File: config.mk
export PLATFORM = sky130hd
export DESIGN_NAME = dual_port_io_pin_mux
export DESIGN_NICKNAME = d
export VERILOG_FILES = /design/src/hw/pin_mux_pkg.sv /design/src/hw/axil_regs_slave.sv /design/src/hw/pin_cell.sv /design/src/hw/dual_port_io_pin_mux.sv
export SDC_FILE = /design/constraint.sdc
export NUM_CORES = 1
export LEC_CHECK = 0
export ABC_AREA = 1
export BUFFER_PORTS_ARGS = -buffer_cell sky130_fd_sc_hd__buf_2
export CAP_MARGIN = 20
export CORE_MARGIN = 3
export CORE_UTILIZATION = 53
export CTS_CLUSTER_SIZE = 14
export DETAILED_ROUTE_END_ITERATION = 12
export PLACE_DENSITY_LB_ADDON = 0.12
export RECOVER_POWER = 50
export SETUP_SLACK_MARGIN = 0.5
export SKIP_LAST_GASP = 1
export SLEW_MARGIN = 20
export SYNTH_ARGS = -nofsm -noshare
export SYNTH_HDL_FRONTEND = slang
export SYNTH_SLANG_ARGS = --single-unit
File: constraint.sdc
create_clock -name MCLK_I -period 1.6 [get_ports MCLK_I]
set_input_delay 0.32 -clock MCLK_I [delete_from_list [all_inputs] [get_ports MCLK_I]]
set_output_delay 0.32 -clock MCLK_I [all_outputs]
set_load 0.005 [all_outputs]
File: src/hw/pin_mux_pkg.sv
package pin_mux_pkg;

	// ------------------------------------------------------------
	// Register map (byte addresses)
	// ------------------------------------------------------------
	localparam logic [7:0] FIRST_LEVELS_OFS = 8'h00;
	localparam logic [7:0] FIRST_DIR_OFS = 8'h04;
	localparam logic [7:0] SECOND_LEVELS_OFS = 8'h08;
	localparam logic [7:0] SECOND_DIR_OFS = 8'h0C;
	localparam logic [7:0] FIRST_FUNC_LO_OFS = 8'h10;
	localparam logic [7:0] FIRST_FUNC_HI_OFS = 8'h14;
	localparam logic [7:0] SECOND_FUNC_OFS = 8'h18;

	// ------------------------------------------------------------
	// Reset values
	// ------------------------------------------------------------
	localparam logic [7:0] DIR_RESET = 8'hFF;
	localparam logic [7:0] LATCH_RESET = 8'h00;
	localparam logic [15:0] FUNC_RESET = 16'h0000;

	// ------------------------------------------------------------
	// Pin function selects, 3 bits per first-port pin
	// ------------------------------------------------------------
	localparam int FSEL_W = 3;
	localparam logic [2:0] FN_GPIO = 3'h0;
	localparam logic [2:0] FN_LCD = 3'h1;
	localparam logic [2:0] FN_TMR_IN = 3'h2;
	localparam logic [2:0] FN_PERIPH_A = 3'h3;
	localparam logic [2:0] FN_PERIPH_B = 3'h4;
	localparam logic [2:0] FN_PERIPH_C = 3'h5;
	localparam logic [2:0] FN_PERIPH_D = 3'h6;

	localparam logic [1:0] RESP_OKAY = 2'h0;
	localparam logic [1:0] RESP_SLVERR = 2'h2;

endpackage

File: src/hw/axil_regs_slave.sv
`timescale 1ns/1ps
module axil_regs_slave (
	input wire logic clk_i,
	input wire logic rstn_i,
	input wire logic [7:0] awaddr_i,
	input wire logic awvalid_i,
	output logic awready_o,
	input wire logic [31:0] wdata_i,
	input wire logic [3:0] wstrb_i,
	input wire logic wvalid_i,
	output logic wready_o,
	output logic [1:0] bresp_o,
	output logic bvalid_o,
	input wire logic bready_i,
	input wire logic [7:0] araddr_i,
	input wire logic arvalid_i,
	output logic arready_o,
	output logic [31:0] rdata_o,
	output logic [1:0] rresp_o,
	output logic rvalid_o,
	input wire logic rready_i,
	output logic wr_en_o,
	output logic [7:0] wr_addr_o,
	output logic [31:0] wr_data_o,
	output logic [3:0] wr_strb_o,
	input wire logic wr_ok_i,
	output logic [7:0] rd_addr_o,
	input wire logic [31:0] rd_data_i,
	input wire logic rd_ok_i
);
	import pin_mux_pkg::*;

	logic aw_have_r;
	logic w_have_r;
	logic aw_have_nxt;
	logic w_have_nxt;
	logic bvalid_nxt;
	logic rvalid_nxt;
	logic [7:0] aw_r;
	logic [31:0] wd_r;
	logic [3:0] ws_r;

	// ------------------------------------------------------------
	// Write channel: address and data in either order
	// ------------------------------------------------------------
	assign wr_en_o = aw_have_r && w_have_r && !bvalid_o;

	// Next flag state lets the readies leave from flops with no added cycle
	always_comb begin
		aw_have_nxt = aw_have_r;
		w_have_nxt = w_have_r;
		bvalid_nxt = bvalid_o;
		if (awvalid_i && awready_o)
			aw_have_nxt = 1'b1;
		if (wvalid_i && wready_o)
			w_have_nxt = 1'b1;
		if (wr_en_o) begin
			aw_have_nxt = 1'b0;
			w_have_nxt = 1'b0;
			bvalid_nxt = 1'b1;
		end else if (bvalid_o && bready_i) begin
			bvalid_nxt = 1'b0;
		end
	end
	assign wr_addr_o = aw_r;
	assign wr_data_o = wd_r;
	assign wr_strb_o = ws_r;

	always_ff @(posedge clk_i or negedge rstn_i) begin
		if (!rstn_i) begin
			aw_have_r <= 1'b0;
			w_have_r <= 1'b0;
			aw_r <= 8'h00;
			wd_r <= 32'h00000000;
			ws_r <= 4'h0;
			bvalid_o <= 1'b0;
			bresp_o <= RESP_OKAY;
		end else begin
			if (awvalid_i && awready_o) begin
				aw_have_r <= 1'b1;
				aw_r <= awaddr_i;
			end
			if (wvalid_i && wready_o) begin
				w_have_r <= 1'b1;
				wd_r <= wdata_i;
				ws_r <= wstrb_i;
			end
			if (wr_en_o) begin
				aw_have_r <= 1'b0;
				w_have_r <= 1'b0;
				bvalid_o <= 1'b1;
				bresp_o <= wr_ok_i ? RESP_OKAY : RESP_SLVERR;
			end else if (bvalid_o && bready_i) begin
				bvalid_o <= 1'b0;
			end
		end
	end

	// ------------------------------------------------------------
	// Read channel
	// ------------------------------------------------------------
	assign rd_addr_o = araddr_i;

	always_comb begin
		rvalid_nxt = rvalid_o;
		if (arvalid_i && arready_o)
			rvalid_nxt = 1'b1;
		else if (rvalid_o && rready_i)
			rvalid_nxt = 1'b0;
	end

	always_ff @(posedge clk_i or negedge rstn_i) begin
		if (!rstn_i) begin
			rvalid_o <= 1'b0;
			rdata_o <= 32'h00000000;
			rresp_o <= RESP_OKAY;
		end else if (arvalid_i && arready_o) begin
			rvalid_o <= 1'b1;
			rdata_o <= rd_ok_i ? rd_data_i : 32'h00000000;
			rresp_o <= rd_ok_i ? RESP_OKAY : RESP_SLVERR;
		end else if (rvalid_o && rready_i) begin
			rvalid_o <= 1'b0;
		end
	end

	// ------------------------------------------------------------
	// Registered readies
	// ------------------------------------------------------------
	always_ff @(posedge clk_i or negedge rstn_i) begin
		if (!rstn_i) begin
			awready_o <= 1'b1;
			wready_o <= 1'b1;
			arready_o <= 1'b1;
		end else begin
			awready_o <= !aw_have_nxt && !bvalid_nxt;
			wready_o <= !w_have_nxt && !bvalid_nxt;
			arready_o <= !rvalid_nxt;
		end
	end
endmodule // axil_regs_slave

File: src/hw/pin_cell.sv
`timescale 1ns/1ps
module pin_cell (
	input wire logic clk_i,
	input wire logic rstn_i,
	input wire logic latch_i,
	input wire logic dir_in_i,
	input wire logic periph_en_i,
	input wire logic periph_out_i,
	input wire logic periph_oe_i,
	input wire logic pad_i,
	output logic pad_o,
	output logic pad_oe_o,
	output logic level_o
);
	// Registered drive keeps pad outputs glitch free
	always_ff @(posedge clk_i or negedge rstn_i) begin
		if (!rstn_i) begin
			pad_o <= 1'b0;
			pad_oe_o <= 1'b0;
			level_o <= 1'b0;
		end else begin
			pad_o <= periph_en_i ? periph_out_i : latch_i;
			pad_oe_o <= periph_en_i ? periph_oe_i : !dir_in_i;
			level_o <= pad_i;
		end
	end
endmodule // pin_cell

File: src/hw/dual_port_io_pin_mux.sv
// Contract
// - The second port has eight pins, each with its own direction bit.
// - A direction bit of 1 makes a GPIO-mode second-port pin an input with its driver off.
// - A direction bit of 0 makes a GPIO-mode second-port pin drive its latch value.
// - Reading a pin-level register returns the level sampled on each pin.
// - Writing a port register updates the latch, which shows only on output pins.
// - First-port pins 0 to 2 are GPIO or LCD bias inputs.
// - First-port pin 3 is GPIO or an LCD segment output.
// - First-port pin 4 is GPIO, timer gate in, serial data out or LCD segment.
// - First-port pin 5 is GPIO, timer clock in, first capture/compare/PWM or LCD segment.
// - First-port pin 6 is GPIO, async transmit, sync clock, SPI clock, I2C clock or LCD segment.
// - First-port pin 7 is GPIO, async receive, sync data, SPI data in, I2C data or LCD segment.
// - Second-port pin 0 is GPIO or an LCD common output.
// - Second-port pin 1 is GPIO only.
// - Second-port pin 2 is GPIO or the second capture/compare/PWM.
// - Second-port pins 3 to 7 are GPIO or LCD segment outputs.
`timescale 1ns/1ps
module dual_port_io_pin_mux (
	input wire logic MCLK_I,
	input wire logic RSTN_I,
	input wire logic [7:0] S_AWADDR_I,
	input wire logic S_AWVALID_I,
	output logic S_AWREADY_O,
	input wire logic [31:0] S_WDATA_I,
	input wire logic [3:0] S_WSTRB_I,
	input wire logic S_WVALID_I,
	output logic S_WREADY_O,
	output logic [1:0] S_BRESP_O,
	output logic S_BVALID_O,
	input wire logic S_BREADY_I,
	input wire logic [7:0] S_ARADDR_I,
	input wire logic S_ARVALID_I,
	output logic S_ARREADY_O,
	output logic [31:0] S_RDATA_O,
	output logic [1:0] S_RRESP_O,
	output logic S_RVALID_O,
	input wire logic S_RREADY_I,
	input wire logic [7:0] FIRST_PAD_I,
	output logic [7:0] FIRST_PAD_O,
	output logic [7:0] FIRST_PAD_OE_O,
	input wire logic [7:0] SECOND_PAD_I,
	output logic [7:0] SECOND_PAD_O,
	output logic [7:0] SECOND_PAD_OE_O,
	output logic [2:0] LCD_BIAS_SEL_O,
	input wire logic [7:0] FIRST_PERIPH_OUT_I,
	input wire logic [7:0] FIRST_PERIPH_OE_I,
	output logic [7:0] FIRST_PERIPH_IN_O,
	input wire logic [7:0] SECOND_PERIPH_OUT_I,
	input wire logic [7:0] SECOND_PERIPH_OE_I,
	output logic [7:0] SECOND_PERIPH_IN_O
);
	import pin_mux_pkg::*;

	// ------------------------------------------------------------
	// State
	// ------------------------------------------------------------
	logic [7:0] first_latch_r;
	logic [7:0] first_dir_r;
	logic [7:0] second_latch_r;
	logic [7:0] second_dir_r;
	logic [23:0] first_fsel_r;
	logic [7:0] second_fsel_r;
	logic [7:0] first_level;
	logic [7:0] second_level;
	logic [7:0] first_pen;
	logic [7:0] second_pen;
	logic [7:0] first_pout;
	logic [7:0] first_poe;
	logic wr_en;
	logic [7:0] wr_addr;
	logic [31:0] wr_data;
	logic [3:0] wr_strb;
	logic wr_ok;
	logic [7:0] rd_addr;
	logic [31:0] rd_data;
	logic rd_ok;

	// Which select codes are legal for each first-port pin
	function automatic logic fsel_legal(input int pin, input logic [2:0] sel);
		logic ok;
		ok = (sel == FN_GPIO);
		case (pin)
			0, 1, 2: ok = ok || (sel == FN_LCD);
			3: ok = ok || (sel == FN_LCD);
			4: ok = ok || (sel == FN_LCD) || (sel == FN_TMR_IN) || (sel == FN_PERIPH_A);
			5: ok = ok || (sel == FN_LCD) || (sel == FN_TMR_IN) || (sel == FN_PERIPH_A);
			6, 7: ok = ok || (sel == FN_LCD) || ((sel >= FN_PERIPH_A) && (sel <= FN_PERIPH_D));
			default: ok = 1'b0;
		endcase
		return ok;
	endfunction

	function automatic logic [7:0] byte_merge(input logic [7:0] old, input logic [31:0] d, input logic [3:0] s);
		return s[0] ? d[7:0] : old;
	endfunction

	// ------------------------------------------------------------
	// Bus slave
	// ------------------------------------------------------------
	axil_regs_slave u_bus (
		.clk_i(MCLK_I),
		.rstn_i(RSTN_I),
		.awaddr_i(S_AWADDR_I),
		.awvalid_i(S_AWVALID_I),
		.awready_o(S_AWREADY_O),
		.wdata_i(S_WDATA_I),
		.wstrb_i(S_WSTRB_I),
		.wvalid_i(S_WVALID_I),
		.wready_o(S_WREADY_O),
		.bresp_o(S_BRESP_O),
		.bvalid_o(S_BVALID_O),
		.bready_i(S_BREADY_I),
		.araddr_i(S_ARADDR_I),
		.arvalid_i(S_ARVALID_I),
		.arready_o(S_ARREADY_O),
		.rdata_o(S_RDATA_O),
		.rresp_o(S_RRESP_O),
		.rvalid_o(S_RVALID_O),
		.rready_i(S_RREADY_I),
		.wr_en_o(wr_en),
		.wr_addr_o(wr_addr),
		.wr_data_o(wr_data),
		.wr_strb_o(wr_strb),
		.wr_ok_i(wr_ok),
		.rd_addr_o(rd_addr),
		.rd_data_i(rd_data),
		.rd_ok_i(rd_ok)
	);

	always_comb begin
		case (wr_addr)
			FIRST_LEVELS_OFS, FIRST_DIR_OFS, SECOND_LEVELS_OFS, SECOND_DIR_OFS,
			FIRST_FUNC_LO_OFS, FIRST_FUNC_HI_OFS, SECOND_FUNC_OFS: wr_ok = 1'b1;
			default: wr_ok = 1'b0;
		endcase
	end

	// ------------------------------------------------------------
	// Port latches and direction
	// ------------------------------------------------------------
	always_ff @(posedge MCLK_I or negedge RSTN_I) begin
		if (!RSTN_I) begin
			first_latch_r <= LATCH_RESET;
			second_latch_r <= LATCH_RESET;
		end else if (wr_en) begin
			if (wr_addr == FIRST_LEVELS_OFS)
				first_latch_r <= byte_merge(first_latch_r, wr_data, wr_strb);
			if (wr_addr == SECOND_LEVELS_OFS)
				second_latch_r <= byte_merge(second_latch_r, wr_data, wr_strb);
		end
	end

	always_ff @(posedge MCLK_I or negedge RSTN_I) begin
		if (!RSTN_I) begin
			first_dir_r <= DIR_RESET;
			second_dir_r <= DIR_RESET;
		end else if (wr_en) begin
			if (wr_addr == FIRST_DIR_OFS)
				first_dir_r <= byte_merge(first_dir_r, wr_data, wr_strb);
			if (wr_addr == SECOND_DIR_OFS)
				second_dir_r <= byte_merge(second_dir_r, wr_data, wr_strb);
		end
	end

	// ------------------------------------------------------------
	// Function selects
	// ------------------------------------------------------------
	// Illegal codes are dropped per pin so a pin never lands on a missing function
	always_ff @(posedge MCLK_I or negedge RSTN_I) begin
		if (!RSTN_I) begin
			first_fsel_r <= {FUNC_RESET, 8'h00};
			second_fsel_r <= 8'h00;
		end else if (wr_en) begin
			for (int p = 0; p < 8; p++) begin
				if ((wr_addr == (p < 4 ? FIRST_FUNC_LO_OFS : FIRST_FUNC_HI_OFS)) && wr_strb[(p % 4) / 2]
						&& fsel_legal(p, wr_data[(p % 4) * 4 +: FSEL_W]))
					first_fsel_r[p * FSEL_W +: FSEL_W] <= wr_data[(p % 4) * 4 +: FSEL_W];
			end
			if ((wr_addr == SECOND_FUNC_OFS) && wr_strb[0])
				second_fsel_r <= wr_data[7:0] & 8'hFD;
		end
	end

	// ------------------------------------------------------------
	// Peripheral routing
	// ------------------------------------------------------------
	always_comb begin
		for (int p = 0; p < 8; p++) begin
			first_pen[p] = (first_fsel_r[p * FSEL_W +: FSEL_W] != FN_GPIO);
			first_pout[p] = FIRST_PERIPH_OUT_I[p];
			first_poe[p] = FIRST_PERIPH_OE_I[p];
		end
		// Analog bias inputs: digital driver must stay off
		for (int p = 0; p < 3; p++) begin
			first_pout[p] = 1'b0;
			first_poe[p] = 1'b0;
		end
		// Timer gate and clock are pure inputs
		if (first_fsel_r[4 * FSEL_W +: FSEL_W] == FN_TMR_IN) first_poe[4] = 1'b0;
		if (first_fsel_r[5 * FSEL_W +: FSEL_W] == FN_TMR_IN) first_poe[5] = 1'b0;
		second_pen = second_fsel_r;
	end

	genvar g;
	generate
		for (g = 0; g < 8; g++) begin : g_pins
			pin_cell u_first (
				.clk_i(MCLK_I),
				.rstn_i(RSTN_I),
				.latch_i(first_latch_r[g]),
				.dir_in_i(first_dir_r[g]),
				.periph_en_i(first_pen[g]),
				.periph_out_i(first_pout[g]),
				.periph_oe_i(first_poe[g]),
				.pad_i(FIRST_PAD_I[g]),
				.pad_o(FIRST_PAD_O[g]),
				.pad_oe_o(FIRST_PAD_OE_O[g]),
				.level_o(first_level[g])
			);
			pin_cell u_second (
				.clk_i(MCLK_I),
				.rstn_i(RSTN_I),
				.latch_i(second_latch_r[g]),
				.dir_in_i(second_dir_r[g]),
				.periph_en_i(second_pen[g]),
				.periph_out_i(SECOND_PERIPH_OUT_I[g]),
				.periph_oe_i(SECOND_PERIPH_OE_I[g]),
				.pad_i(SECOND_PAD_I[g]),
				.pad_o(SECOND_PAD_O[g]),
				.pad_oe_o(SECOND_PAD_OE_O[g]),
				.level_o(second_level[g])
			);
		end
	endgenerate

	always_ff @(posedge MCLK_I or negedge RSTN_I) begin
		if (!RSTN_I) begin
			FIRST_PERIPH_IN_O <= 8'h00;
			SECOND_PERIPH_IN_O <= 8'h00;
			LCD_BIAS_SEL_O <= 3'h0;
		end else begin
			FIRST_PERIPH_IN_O <= first_level & first_pen;
			SECOND_PERIPH_IN_O <= second_level & second_pen;
			LCD_BIAS_SEL_O <= first_pen[2:0];
		end
	end

	// ------------------------------------------------------------
	// Read mux
	// ------------------------------------------------------------
	always_comb begin
		rd_ok = 1'b1;
		rd_data = 32'h00000000;
		case (rd_addr)
			FIRST_LEVELS_OFS: rd_data[7:0] = first_level;
			FIRST_DIR_OFS: rd_data[7:0] = first_dir_r;
			SECOND_LEVELS_OFS: rd_data[7:0] = second_level;
			SECOND_DIR_OFS: rd_data[7:0] = second_dir_r;
			FIRST_FUNC_LO_OFS:
				for (int p = 0; p < 4; p++) rd_data[p * 4 +: FSEL_W] = first_fsel_r[p * FSEL_W +: FSEL_W];
			FIRST_FUNC_HI_OFS:
				for (int p = 0; p < 4; p++) rd_data[p * 4 +: FSEL_W] = first_fsel_r[(p + 4) * FSEL_W +: FSEL_W];
			SECOND_FUNC_OFS: rd_data[7:0] = second_fsel_r;
			default: rd_ok = 1'b0;
		endcase
	end
endmodule // dual_port_io_pin_mux

=== Word-level counts from Yosys, hierarchy flattened ===
Cells that the tools add are included.

* Input bits: 107
* Logic and storage cells: 248
* Flip-flop bits (word level): 198

* Mux-type cells: 59
* Equal/unequal tests: 22
* Bitwise operators: 2
* $lt $le $gt $ge: 4
* Reduce and logical (&&, ||, !) cells: 84

{| class="wikitable"
|+ Operators with widths
! kind !! count
|-
| 1-bit 2-to-1 mux || 50
|-
| 8-bit by 5-bit equality test with 1-bit output (second input constant) || 6
|-
| 3-bit one-hot mux with 7 select lines || 2
|-
| 8-bit by 4-bit equality test with 1-bit output (second input constant) || 4
|-
| 1-bit logical AND || 24
|-
| 3-bit nonzero test || 8
|-
| 1-bit logical NOT || 21
|-
| 3-bit by 2-bit equality test with 1-bit output (second input constant) || 6
|-
| 2-bit AND reduction || 9
|-
| 8-bit AND || 2
|-
| 8-bit by 3-bit equality test with 1-bit output (second input constant) || 2
|-
| 8-bit logical NOT || 2
|-
| 15-bit 2-to-1 mux || 1
|-
| 7-bit OR reduction || 2
|-
| 3-bit by 1-bit equality test with 1-bit output (second input constant) || 4
|-
| 3-bit logical NOT || 4
|-
| 3-bit one-hot mux with 2 select lines || 2
|-
| 3-bit AND reduction || 4
|-
| 1-bit logical OR || 10
|-
| 1-bit one-hot mux with 5 select lines || 2
|-
| 3-bit by 2-bit greater-or-equal comparator with 1-bit output (second input constant) || 2
|-
| 3-bit less-or-equal comparator (second input constant) || 2
|-
| 2-bit 2-to-1 mux || 2
|}

=== Longest topological paths before layout ===
Gate-level depths: netlist of run 1.

* Depth in word-level cells: 7
* Depth in mapped cells: 10
* Gate-level depth less buffers: 9

=== Cells and area by module ===
A second synthesis of run 1 with hierarchy kept.

* Cell total of the unflattened synthesis: 1,034
* Area, all modules: 9,057.4 µm²

{| class="wikitable"
|+ By module, submodules not included
! module !! area an instance (µm²) !! cells each !! instances !! sequential area each (µm²)
|-
| dual_port_io_pin_mux || 4,037.6 || 514 || 1 || 2,047.0
|-
| axil_regs_slave || 3,438.3 || 376 || 1 || 2,130.8
|-
| pin_cell || 98.8 || 9 || 16 || 75.1
|}

=== Worst setup path after synthesis of run 1 ===
Ideal clock, no wire load.

* Path type: register to register
* From: reg u_bus.arready_o
* To: reg u_bus.rresp_o[1]
* Setup time: 66 ps
* Stages on the path, launching flop included: 6
* Path buffers: 1
* Arrival: 1,242 ps
* Period minus slack after synthesis: 1,308 ps
* Setup slack: 292 ps
* Path through: dfstp_2 nand2_1 inv_1 clkbuf_1 nand4_1 nand2_1

* Longest elaborated chain between the ends: 1

{| class="wikitable"
|+ RTL lines
! what !! line !! text
|-
| start, declared || axil_regs_slave.sv:17 || <nowiki>output logic arready_o,</nowiki>
|-
| start signal, assigned || axil_regs_slave.sv:137 || <nowiki>arready_o <= !rvalid_nxt;</nowiki>
|-
| 1-bit logical AND || axil_regs_slave.sv:117 || <nowiki>end else if (arvalid_i && arready_o) begin</nowiki>
|-
| end signal, assigned || axil_regs_slave.sv:120 || <nowiki>rresp_o <= rd_ok_i ? RESP_OKAY : RESP_SLVERR;</nowiki>
|-
| end, declared || axil_regs_slave.sv:19 || <nowiki>output logic [1:0] rresp_o,</nowiki>
|}

Every way passes these cells.
A chain may end at the register's enable or synchronous reset.

=== Final worst setup path of run 1 ===
* From: reg u_bus.aw_r[7] (netlist: u_bus.wr_addr_o[7])
* To: reg second_dir_r[7]

* Longest elaborated chain between the ends: 2

{| class="wikitable"
|+ RTL lines
! what !! line !! text
|-
| start, declared || axil_regs_slave.sv:39 || <nowiki>logic [7:0] aw_r;</nowiki>
|-
| start signal, assigned || axil_regs_slave.sv:81 || <nowiki>aw_r <= awaddr_i;</nowiki>
|-
| 8-bit by 4-bit equality test with 1-bit output || dual_port_io_pin_mux.sv:160 || <nowiki>if (wr_addr == SECOND_DIR_OFS)</nowiki>
|-
| 3-bit AND reduction (no line) || -- ||
|-
| end signal, assigned || dual_port_io_pin_mux.sv:161 || <nowiki>second_dir_r <= byte_merge(second_dir_r, wr_data, wr_strb);</nowiki>
|-
| end, declared || dual_port_io_pin_mux.sv:60 || <nowiki>logic [7:0] second_dir_r;</nowiki>
|}

Every way passes these cells.

==> results of run 1 <==
==> cell type report <==
class,instances,area (sq um)
clock buffers,21,480
inverters,84,369
clock inverters,10,158
flip-flops and latches,176,4430
repair buffers,235,1720
fillers,1007,3610
well taps,180,225
multi-input cells,518,2950
==> placed cells by master, fill, tap and decap left out, types with 3 or more instances in the layout <==
cell type      count
nand2_1          171
dfrtp_1          157
buf_2            147
inv_1             64
nor2_1            57
nand3_1           45
buf_4             40
nand2_2           36
o21ai_0           32
o21ai_1           32
conb_1            21
clkbuf_16         20
nand2_4           19
nor2_4            17
dfstp_2           16
o21ai_2           15
nand3_2           15
dlygate4sd3_1     15
nor2_2            12
buf_6             12
inv_2             10
buf_12            10
a21oi_2            8
mux2_2             6
a21oi_1            6
nor3_1             5
inv_4              5
a21o_1             4
clkbuf_8           4
clkinv_2           4
bufinv_16          4
nand2_8            3
clkinv_4           3
nand4_1            3
buf_16             3
dfstp_1            3
==> power by group <==
part | total [W] | internal [W] | switching, W | leakage (nW)
sequential | 0.00602 | 0.00538 | 0.000636 | 2.21
clock | 0.00442 | 0.00276 | 0.00166 | 0.319
combinational | 0.00372 | 0.00155 | 0.00217 | 2.90
==> repair_timing <==
item                                   in CTS  in global routing
resized for setup                          70                111
setup endpoints to repair                 176                180
buffers inserted                           20                 20
hold buffers                               15                  0
endpoints found under the hold margin      42                  0
pin swaps                                  18                 37
gates cloned                                4                  5
==> critical path: cells and delay by family, from the launching register on <==
family | cells | cell delay (ns)
simple gates | 6 | 0.73
flops | 1 | 0.41
compound gates | 1 | 0.12
buf+inv | 1 | 0.15
==> how the worst max path moves through the flow <==
stage | from | depth (start not counted) | to
6_report | u_bus.wr_addr_o[7] | 8 | second_dir_r[7]
5_1_grt | u_bus.wr_addr_o[7] | 8 | second_dir_r[7]
4_1_cts | u_bus.wr_addr_o[7] | 7 | second_dir_r[7]
3_5_place_dp | S_ARADDR_I[1] | 10 | u_bus.rdata_o[2]
3_3_place_gp | S_ARADDR_I[1] | 10 | u_bus.rdata_o[2]
2_1_floorplan | u_bus.wr_addr_o[7] | 7 | second_fsel_r[7]
==> metrics by stage <==
step           cell area, sq um   util  worst slack (ns)  hold slack, ns
2_1_floorplan              7840      -             0.309          0.0244
3_3_place_gp               8510  0.610            0.0990           0.237
3_5_place_dp               8510  0.610            0.0980           0.238
4_1_cts                    9790  0.703             0.145         0.00151
5_1_grt                   10300  0.741            0.0121         0.00160
6_report                  10300  0.741             0.104          0.0120
==> logic make-up after synthesis <==
kind of cell,Yosys count
flops,176
simple gates,389
other cells,1
compound gates,100
mux,6
buf+inv,157
==> routing by layer <==
layer / part of all wire / wire [um] / up-vias / GRT usage
met5: 0 / 0 / - / 0
met4: 0.021 / 428 / 0 / 0.0855
met3: 0.064 / 1280 / 38 / 0.0581
met2: 0.50 / 10100 / 212 / 0.384
met1: 0.41 / 8320 / 2981 / 0.328
li1: - / - / 2961 / -
==> metrics.cfg, run 1 <==
[critical_path]
rr_worst_depth = 8
reg2reg_from = u_bus.wr_addr_o[7]
critPathKind = reg -> reg
path_cells = nor2_4 > nand3_4 > nor2_4 > nand2_4 > nor2_8 > buf_12 > nor2_1 > a21oi_1
cp-end-kind = flop
crit_required_ns = 1.96
crit_top_cell = nor2_4
worstReg2RegEnd = second_dir_r[7]
crit_slowest_cell = dfrtp_1
arrival_ns = 1.86
critPathMaxStageDelay_ns = 0.41
rrSetupSlack_ns = 0.10
cp_max_fo = 8
startpoint_type = flop

[die]
io_pins = 199
num_rows = 43
dieWidth_um = 126
core_sq_mm = 0.0139
initial_utilization = 0.544
dieArea_sq_mm = 0.0158
die_h_um = 126

[hold_path]
whs_endpoint = g_pins[3].u_second.level_o
hold_depth = 1
min_path_type = in -> reg
hold_start = SECOND_PAD_I[3]

[cells_and_area]
nets = 1139
drive_above_1_share = 0.408
diodes = 0
largest_register_ffs = 24
instances_no_fill = 1224
top_register = first_fsel_r
areaGrowthSynthToFinish_pct = 36.1

[drt]
drc_errors = 0
drt-pass1-iter-count = 5
drtAntennaViolNets = 0
viasPerCell = 5.06
wl_um = 20100
vias = 6192
avgRoutedWirePerCell_um = 16.5
drt-initial-drc-count = 483

[timing]
setup_tns_ns = 0
finalHoldViolCount = 0
slew_violations = 0
layout_min_cycle_time_ns = 1.50
rsz0062_at_grt = true
period_share = 0.935
max_freq_mhz = 668
worstMarginPinSlew_ns = 0.919
setup_violations = 0
skew_ns = 0.00720
maxSlewHeadroom = 0.387

[synth]
synth_area_sq_mm = 0.00759
post_synth.cell_area_avg_sq_um = 9.15
muxShareOfSynthArea = 0.00891
yosys_warnings = 0
synthArstFlopShare = 1.00
syn_inst = 829
ys_types = 33
netlist_top_cells_count = nand2_1 (219), dfrtp_1 (157), inv_1 (81), nor2_1 (72), nand3_1 (59)
synth_top_family_by_area = simple AND/OR/NAND/NOR gates
synthFlopType = dfrtp_1
synth_most_common_cell = nand2_1
synth.area.top_cells = dfrtp_1 (52%), nand2_1 (11%), dfstp_2 (6.6%)
yosys.area_share.adder = 0
synth.top_cell.area_share = 0.518
synth_top_area_cell = dfrtp_1
yosys.area_share.simple = 0.226
yosysSeqAreaShare = 0.584
synth-compound-area-share = 0.0709
synthXorXnorAreaFrac = 0
postSynthRegisterBits = 176
synth_edf_count = 0

[grt]
track_usage = 0.241
grt_max_degree = 44
first_global_vias = 5732
grt_pass1_wl_um = 29800
antenna_found_initial = 0
overflow = 0

[power]
power.density_mw_per_mm2 = 1370
p_leak_nw = 5.44
power_w = 0.0142
peakVddDrop_uv = 957

[clock_network]
clk_latency_ns = 0.43
clock_path_buffers = 2
root_buffer = clkbuf_16
tritoncts = built
clkTransAtPathRegs_ns = 0.07
cts_made_buffers = 17
cts_num_sinks = 176
ctsHtreeMaxLevel = 4

[placed_design]
dp_cells = 1129
dp_hpwl_um = 13000
io_buffer_count = 149
gp_congestion = 0.842

[status]
status = completed

[run]
drv_cap = 0

Note: power is estimated with default switching activity, not from simulation.
==> run 2, diff against run 1 <==
--- a/config.mk
+++ b/config.mk
@@ -14,7 +14,6 @@
 export DETAILED_ROUTE_END_ITERATION = 12
 export PLACE_DENSITY_LB_ADDON = 0.12
 export RECOVER_POWER = 50
-export SETUP_SLACK_MARGIN = 0.5
 export SKIP_LAST_GASP = 1
 export SLEW_MARGIN = 20
 export SYNTH_ARGS = -nofsm -noshare
==> run 2 against run 1 <==
Compared with the run above: sequential power down 2%; largest cell class unchanged; combinational power decreased by 31%; design area fell by 12%; via count fell by 6.7%; worst hold slack worse by 0.0049 ns.
==> metrics.cfg, run 2 (same netlist as run 1, synthesis figures left out) <==
[status]
status = completed

[timing]
max_freq_mhz = 675
setup_tns_ns = 0
skew_ns = 0.00739
maxSlewHeadroom = 0.638
hold_ws_ns = 0.00715
finalHoldViolCount = 0
slew_violations = 0
setup_violations = 0
rsz0062_at_grt = true
layout_min_cycle_time_ns = 1.48
worstMarginPinSlew_ns = 0.538
period_share = 0.926

[cells_and_area]
largest_register_ffs = 24
top_register = first_fsel_r
nets = 1090
layout_commonest_cell = nand2_1
drive_above_1_share = 0.268
nFillCells = 1206
areaGrowthSynthToFinish_pct = 19.9
diodes = 0
final_cell_mix = nand2_1 (218), dfrtp_1 (157), buf_2 (147)

[critical_path]
arrival_ns = 1.80
crit_slowest_cell = dfrtp_1
crit_top_cell = nand2_1
critPathKind = reg -> reg
path_cells = nor2_4 > nand3_2 > nor3_2 > nand3_1 > nand2_1 > nand2_1
cp-end-kind = flop
critPathMaxStageDelay_ns = 0.42
startpoint_type = flop
cp_max_fo = 5
crit_required_ns = 1.92

[die]
die_h_um = 126
initial_utilization = 0.544
io_pins = 199
num_rows = 43
dieWidth_um = 126
core_sq_mm = 0.0139
dieArea_sq_mm = 0.0158

[placed_design]
gp_congestion = 0.818
dp_hpwl_um = 12700
io_buffer_count = 149

[drt]
drc_errors = 0
vias = 5779
drt-initial-drc-count = 355
drt-pass1-iter-count = 5
viasPerCell = 4.91
avgRoutedWirePerCell_um = 14.9
drtAntennaViolNets = 0
wl_um = 17500

[hold_path]
min_path_type = in -> reg

[grt]
antenna_found_initial = 0
overflow = 0
first_global_vias = 5562
track_usage = 0.230
grt_pass1_wl_um = 28400
grt_max_degree = 57

[power]
power_w = 0.0128
peakVddDrop_uv = 1040
p_leak_nw = 4.88
power.density_mw_per_mm2 = 1400

[clock_network]
clk_latency_ns = 0.43
root_buffer = clkbuf_16
cts_num_sinks = 176
clkTransAtPathRegs_ns = 0.07
cts_made_buffers = 17
clock_path_buffers = 2
ctsHtreeMaxLevel = 4
tritoncts = built
cts_setup_buffers = 0

[run]
drv_cap = 0

-- run 2: changes by cell type in the layout (fill, tap and decap cells not counted), moves of 8 or more --
| cell | delta |
|---|---|
| nor2_4 | -10 |
| nand3_1 | +14 |
| nand2_2 | -27 |
| a21oi_1 | +8 |
| inv_1 | +17 |
| buf_12 | -8 |
| nand2_4 | -18 |
| nand2_1 | +47 |
| buf_6 | -10 |
| nand3_2 | -13 |
| buf_4 | -23 |
| o21ai_2 | -10 |
| nor2_1 | +15 |
| o21ai_0 | +13 |
-- run 2: metal layers --
| layer | GRT usage | wire length [um] | vias to the layer above |
|---|---|---|---|
| li1 | - | - | 2852 |
| met1 | 0.309 | 7610 | 2713 |
| met2 | 0.374 | 8420 | 191 |
| met3 | 0.0551 | 1110 | 23 |
| met4 | 0.0740 | 335 | 0 |
| met5 | 0 | 0 | - |
-- run 2: stage by stage --
step	utilization	area [sq um]	setup slack (ns)	cells
after floorplan	-	7660	0.292	849
after global placement	0.600	8350	0.0886	1128
after detailed placement	0.600	8350	0.0704	1128
after CTS	0.655	9120	0.0999	1175
after global routing	0.653	9100	-0.0319	1176
final	0.653	9100	0.119	1176
-- run 2: final timing paths --
check | start | to | slack, ns | cells past startpoint
hold reg to reg | second_latch_r[1] | g_pins[1].u_second.pad_o | 0.39 | 0
hold / removal | FIRST_PAD_I[4] | g_pins[4].u_first.level_o | 0.007 | 1
setup / recovery | u_bus.wr_addr_o[7] | first_fsel_r[20] | 0.12 | 6
setup reg to reg | u_bus.wr_addr_o[7] | first_fsel_r[20] | 0.12 | 6
max in group asynchronous | RSTN_I | second_dir_r[7] | 0.28 | 3
min in group asynchronous | RSTN_I | g_pins[0].u_second.pad_oe_o | 0.40 | 2
-- run 2: area by class of cell --
type | count | area, sq um | area share
well taps | 180 | 225 | 0.0248
repair buffers | 188 | 1110 | 0.122
inverters | 84 | 315 | 0.0347
multi-input cells | 516 | 2410 | 0.264
clock buffers | 18 | 439 | 0.0483
clock inverters | 14 | 178 | 0.0195
flip-flops and latches | 176 | 4430 | 0.487
-- run 2: critical path, delay by kind of cell (launching register included) --
kind | cells | cell delay [ns]
flops | 1 | 0.42
simple gates | 6 | 0.96
-- run 2: where the power goes --
group          total (W)  switching, W  internal, W  leakage [nW]
combinational    0.00258       0.00163     0.000948          2.36
sequential       0.00591      0.000527      0.00538          2.21
clock            0.00429       0.00177      0.00252         0.302
-- run 2: timing repair --
item	4_1_cts	5_1_grt
hold buffers	15	1
resized for setup	0	2
hold endpoints to repair	30	1
setup endpoints to repair	0	9
==> run 3, diff against run 2 <==
--- a/config.mk
+++ b/config.mk
@@ -8,7 +8,6 @@
 export ABC_AREA = 1
 export BUFFER_PORTS_ARGS = -buffer_cell sky130_fd_sc_hd__buf_2
 export CAP_MARGIN = 20
-export CORE_MARGIN = 3
 export CORE_UTILIZATION = 53
 export CTS_CLUSTER_SIZE = 14
 export DETAILED_ROUTE_END_ITERATION = 12
==> run 3 against run 2 <==
Compared with the run above: sequential cell count did not move; core utilization decreased by 0.67 points; global-route usage is 2.2 points higher; non-clock buffer count rose by 1; critical endpoint is now first_fsel_r[9]; largest cell class unchanged.
==> metrics.cfg, run 3 (same netlist as run 1, synthesis figures left out) <==
[critical_path]
rr_worst_depth = 6
critPathKind = reg -> reg
arrival_ns = 1.80
crit_required_ns = 1.91
rrSetupSlack_ns = 0.11
cp-end-kind = flop
reg2reg_from = u_bus.wr_addr_o[7]
cp_max_fo = 5
crit_end = first_fsel_r[9]
startpoint_type = flop
worstSetupStartpoint = u_bus.wr_addr_o[7]
worstReg2RegEnd = first_fsel_r[9]

[grt]
overflow = 0
first_global_vias = 5374
grt_max_degree = 44
grt_pass1_wl_um = 27600
antenna_found_initial = 0
track_usage = 0.252

[clock_network]
root_buffer = clkbuf_16
cts_made_buffers = 17
cts_num_sinks = 176
clk_latency_ns = 0.43
clock_path_buffers = 2
clkTransAtPathRegs_ns = 0.06
tritoncts = built
ctsHtreeMaxLevel = 4
cts_setup_buffers = 0

[placed_design]
gp_congestion = 0.870
io_buffer_count = 149
dp_cells = 1129
dp_hpwl_um = 12500
postPlaceCellArea_sq_mm = 0.00835

[cells_and_area]
drive_above_1_share = 0.261
top_register = first_fsel_r
final_cell_mix = nand2_1 (219), dfrtp_1 (157), buf_2 (148)
diodes = 0
final_area_sq_mm = 0.00900
layout_commonest_cell = nand2_1
nets = 1091
areaGrowthSynthToFinish_pct = 18.7
instances_no_fill = 1177
largest_register_ffs = 24

[die]
initial_utilization = 0.544
io_pins = 199
num_rows = 43
die_h_um = 122
dieWidth_um = 122
core_sq_mm = 0.0139
dieArea_sq_mm = 0.0148

[drt]
vias = 5736
avgRoutedWirePerCell_um = 14.5
wl_um = 17100
drt-initial-drc-count = 365
drc_errors = 0
viasPerCell = 4.87
drtAntennaViolNets = 0
drt-pass1-iter-count = 5

[timing]
finalHoldViolCount = 0
layout_min_cycle_time_ns = 1.49
maxSlewHeadroom = 0.550
skew_ns = 0.00685
setup_violations = 0
worstMarginPinSlew_ns = 0.674
rsz0062_at_grt = true
period_share = 0.932
hold_ws_ns = 0.0196
setup_tns_ns = 0
slew_violations = 0
max_freq_mhz = 671

[power]
p_leak_nw = 4.85
power.density_mw_per_mm2 = 1360
peakVddDrop_uv = 919

[run]
drv_cap = 0

[hold_path]
min_path_type = in -> reg

[status]
status = completed

==> run 3: worst min-delay path by stage <==
stage / startpoint / to / cells past startpoint
detailed placement: RSTN_I / g_pins[1].u_first.pad_o / 1
floorplan: RSTN_I / FIRST_PERIPH_IN_O[0] / 0
finish: SECOND_PAD_I[1] / g_pins[1].u_second.level_o / 1
CTS: SECOND_PAD_I[1] / g_pins[1].u_second.level_o / 1
global route: SECOND_PAD_I[1] / g_pins[1].u_second.level_o / 1
global placement: RSTN_I / SECOND_PERIPH_IN_O[4] / 1
==> run 3: report_power, final <==
part | leakage (nW) | switching (W) | internal (W)
clock network | 0.269 | 0.00159 | 0.00221
logic | 2.36 | 0.00162 | 0.000929
registers | 2.21 | 0.000537 | 0.00539
==> run 3: layer usage <==
metal  global-route usage  wire length [um]  up-vias
met1                0.336              7640     2660
met3               0.0562               947       24
met4               0.0941               325        0
met2                0.405              8140      193
li1                     -                 -     2859
met5                    0                 0        -
==> run 3: through the flow <==
step                       util  setup slack [ns]  total power [W]
after floorplan               -             0.292          0.00766
after global routing      0.646           -0.0210           0.0130
after global placement    0.599             0.114          0.00846
after detailed placement  0.599            0.0887          0.00854
after CTS                 0.649            0.0862           0.0124
final                     0.646             0.109           0.0123
==> run 3: area by class of cell <==
| class | count | area [sq um] |
|---|---|---|
| Inverter | 84 | 315 |
| Clock inverter | 7 | 60.1 |
| Fill cell | 1176 | 4930 |
| Sequential cell | 176 | 4430 |
| Multi-Input combinational cell | 516 | 2410 |
| Tap cell | 180 | 225 |
| Timing Repair Buffer | 189 | 1090 |
| Clock buffer | 25 | 475 |
==> run 3: critical path: stages (launching register included) <==
cell and delay [ns]:
dfrtp_1 0.41, nor2_4 0.17, nand3_2 0.17, nor3_2 0.28, nand3_1 0.19, nand2_1 0.10, o21ai_1 0.06
==> run 3: timing repair <==
item	4_1_cts	5_1_grt
resized for setup	0	2
hold buffers	16	0
setup endpoints to repair	0	9
endpoints found under the hold margin	40	0
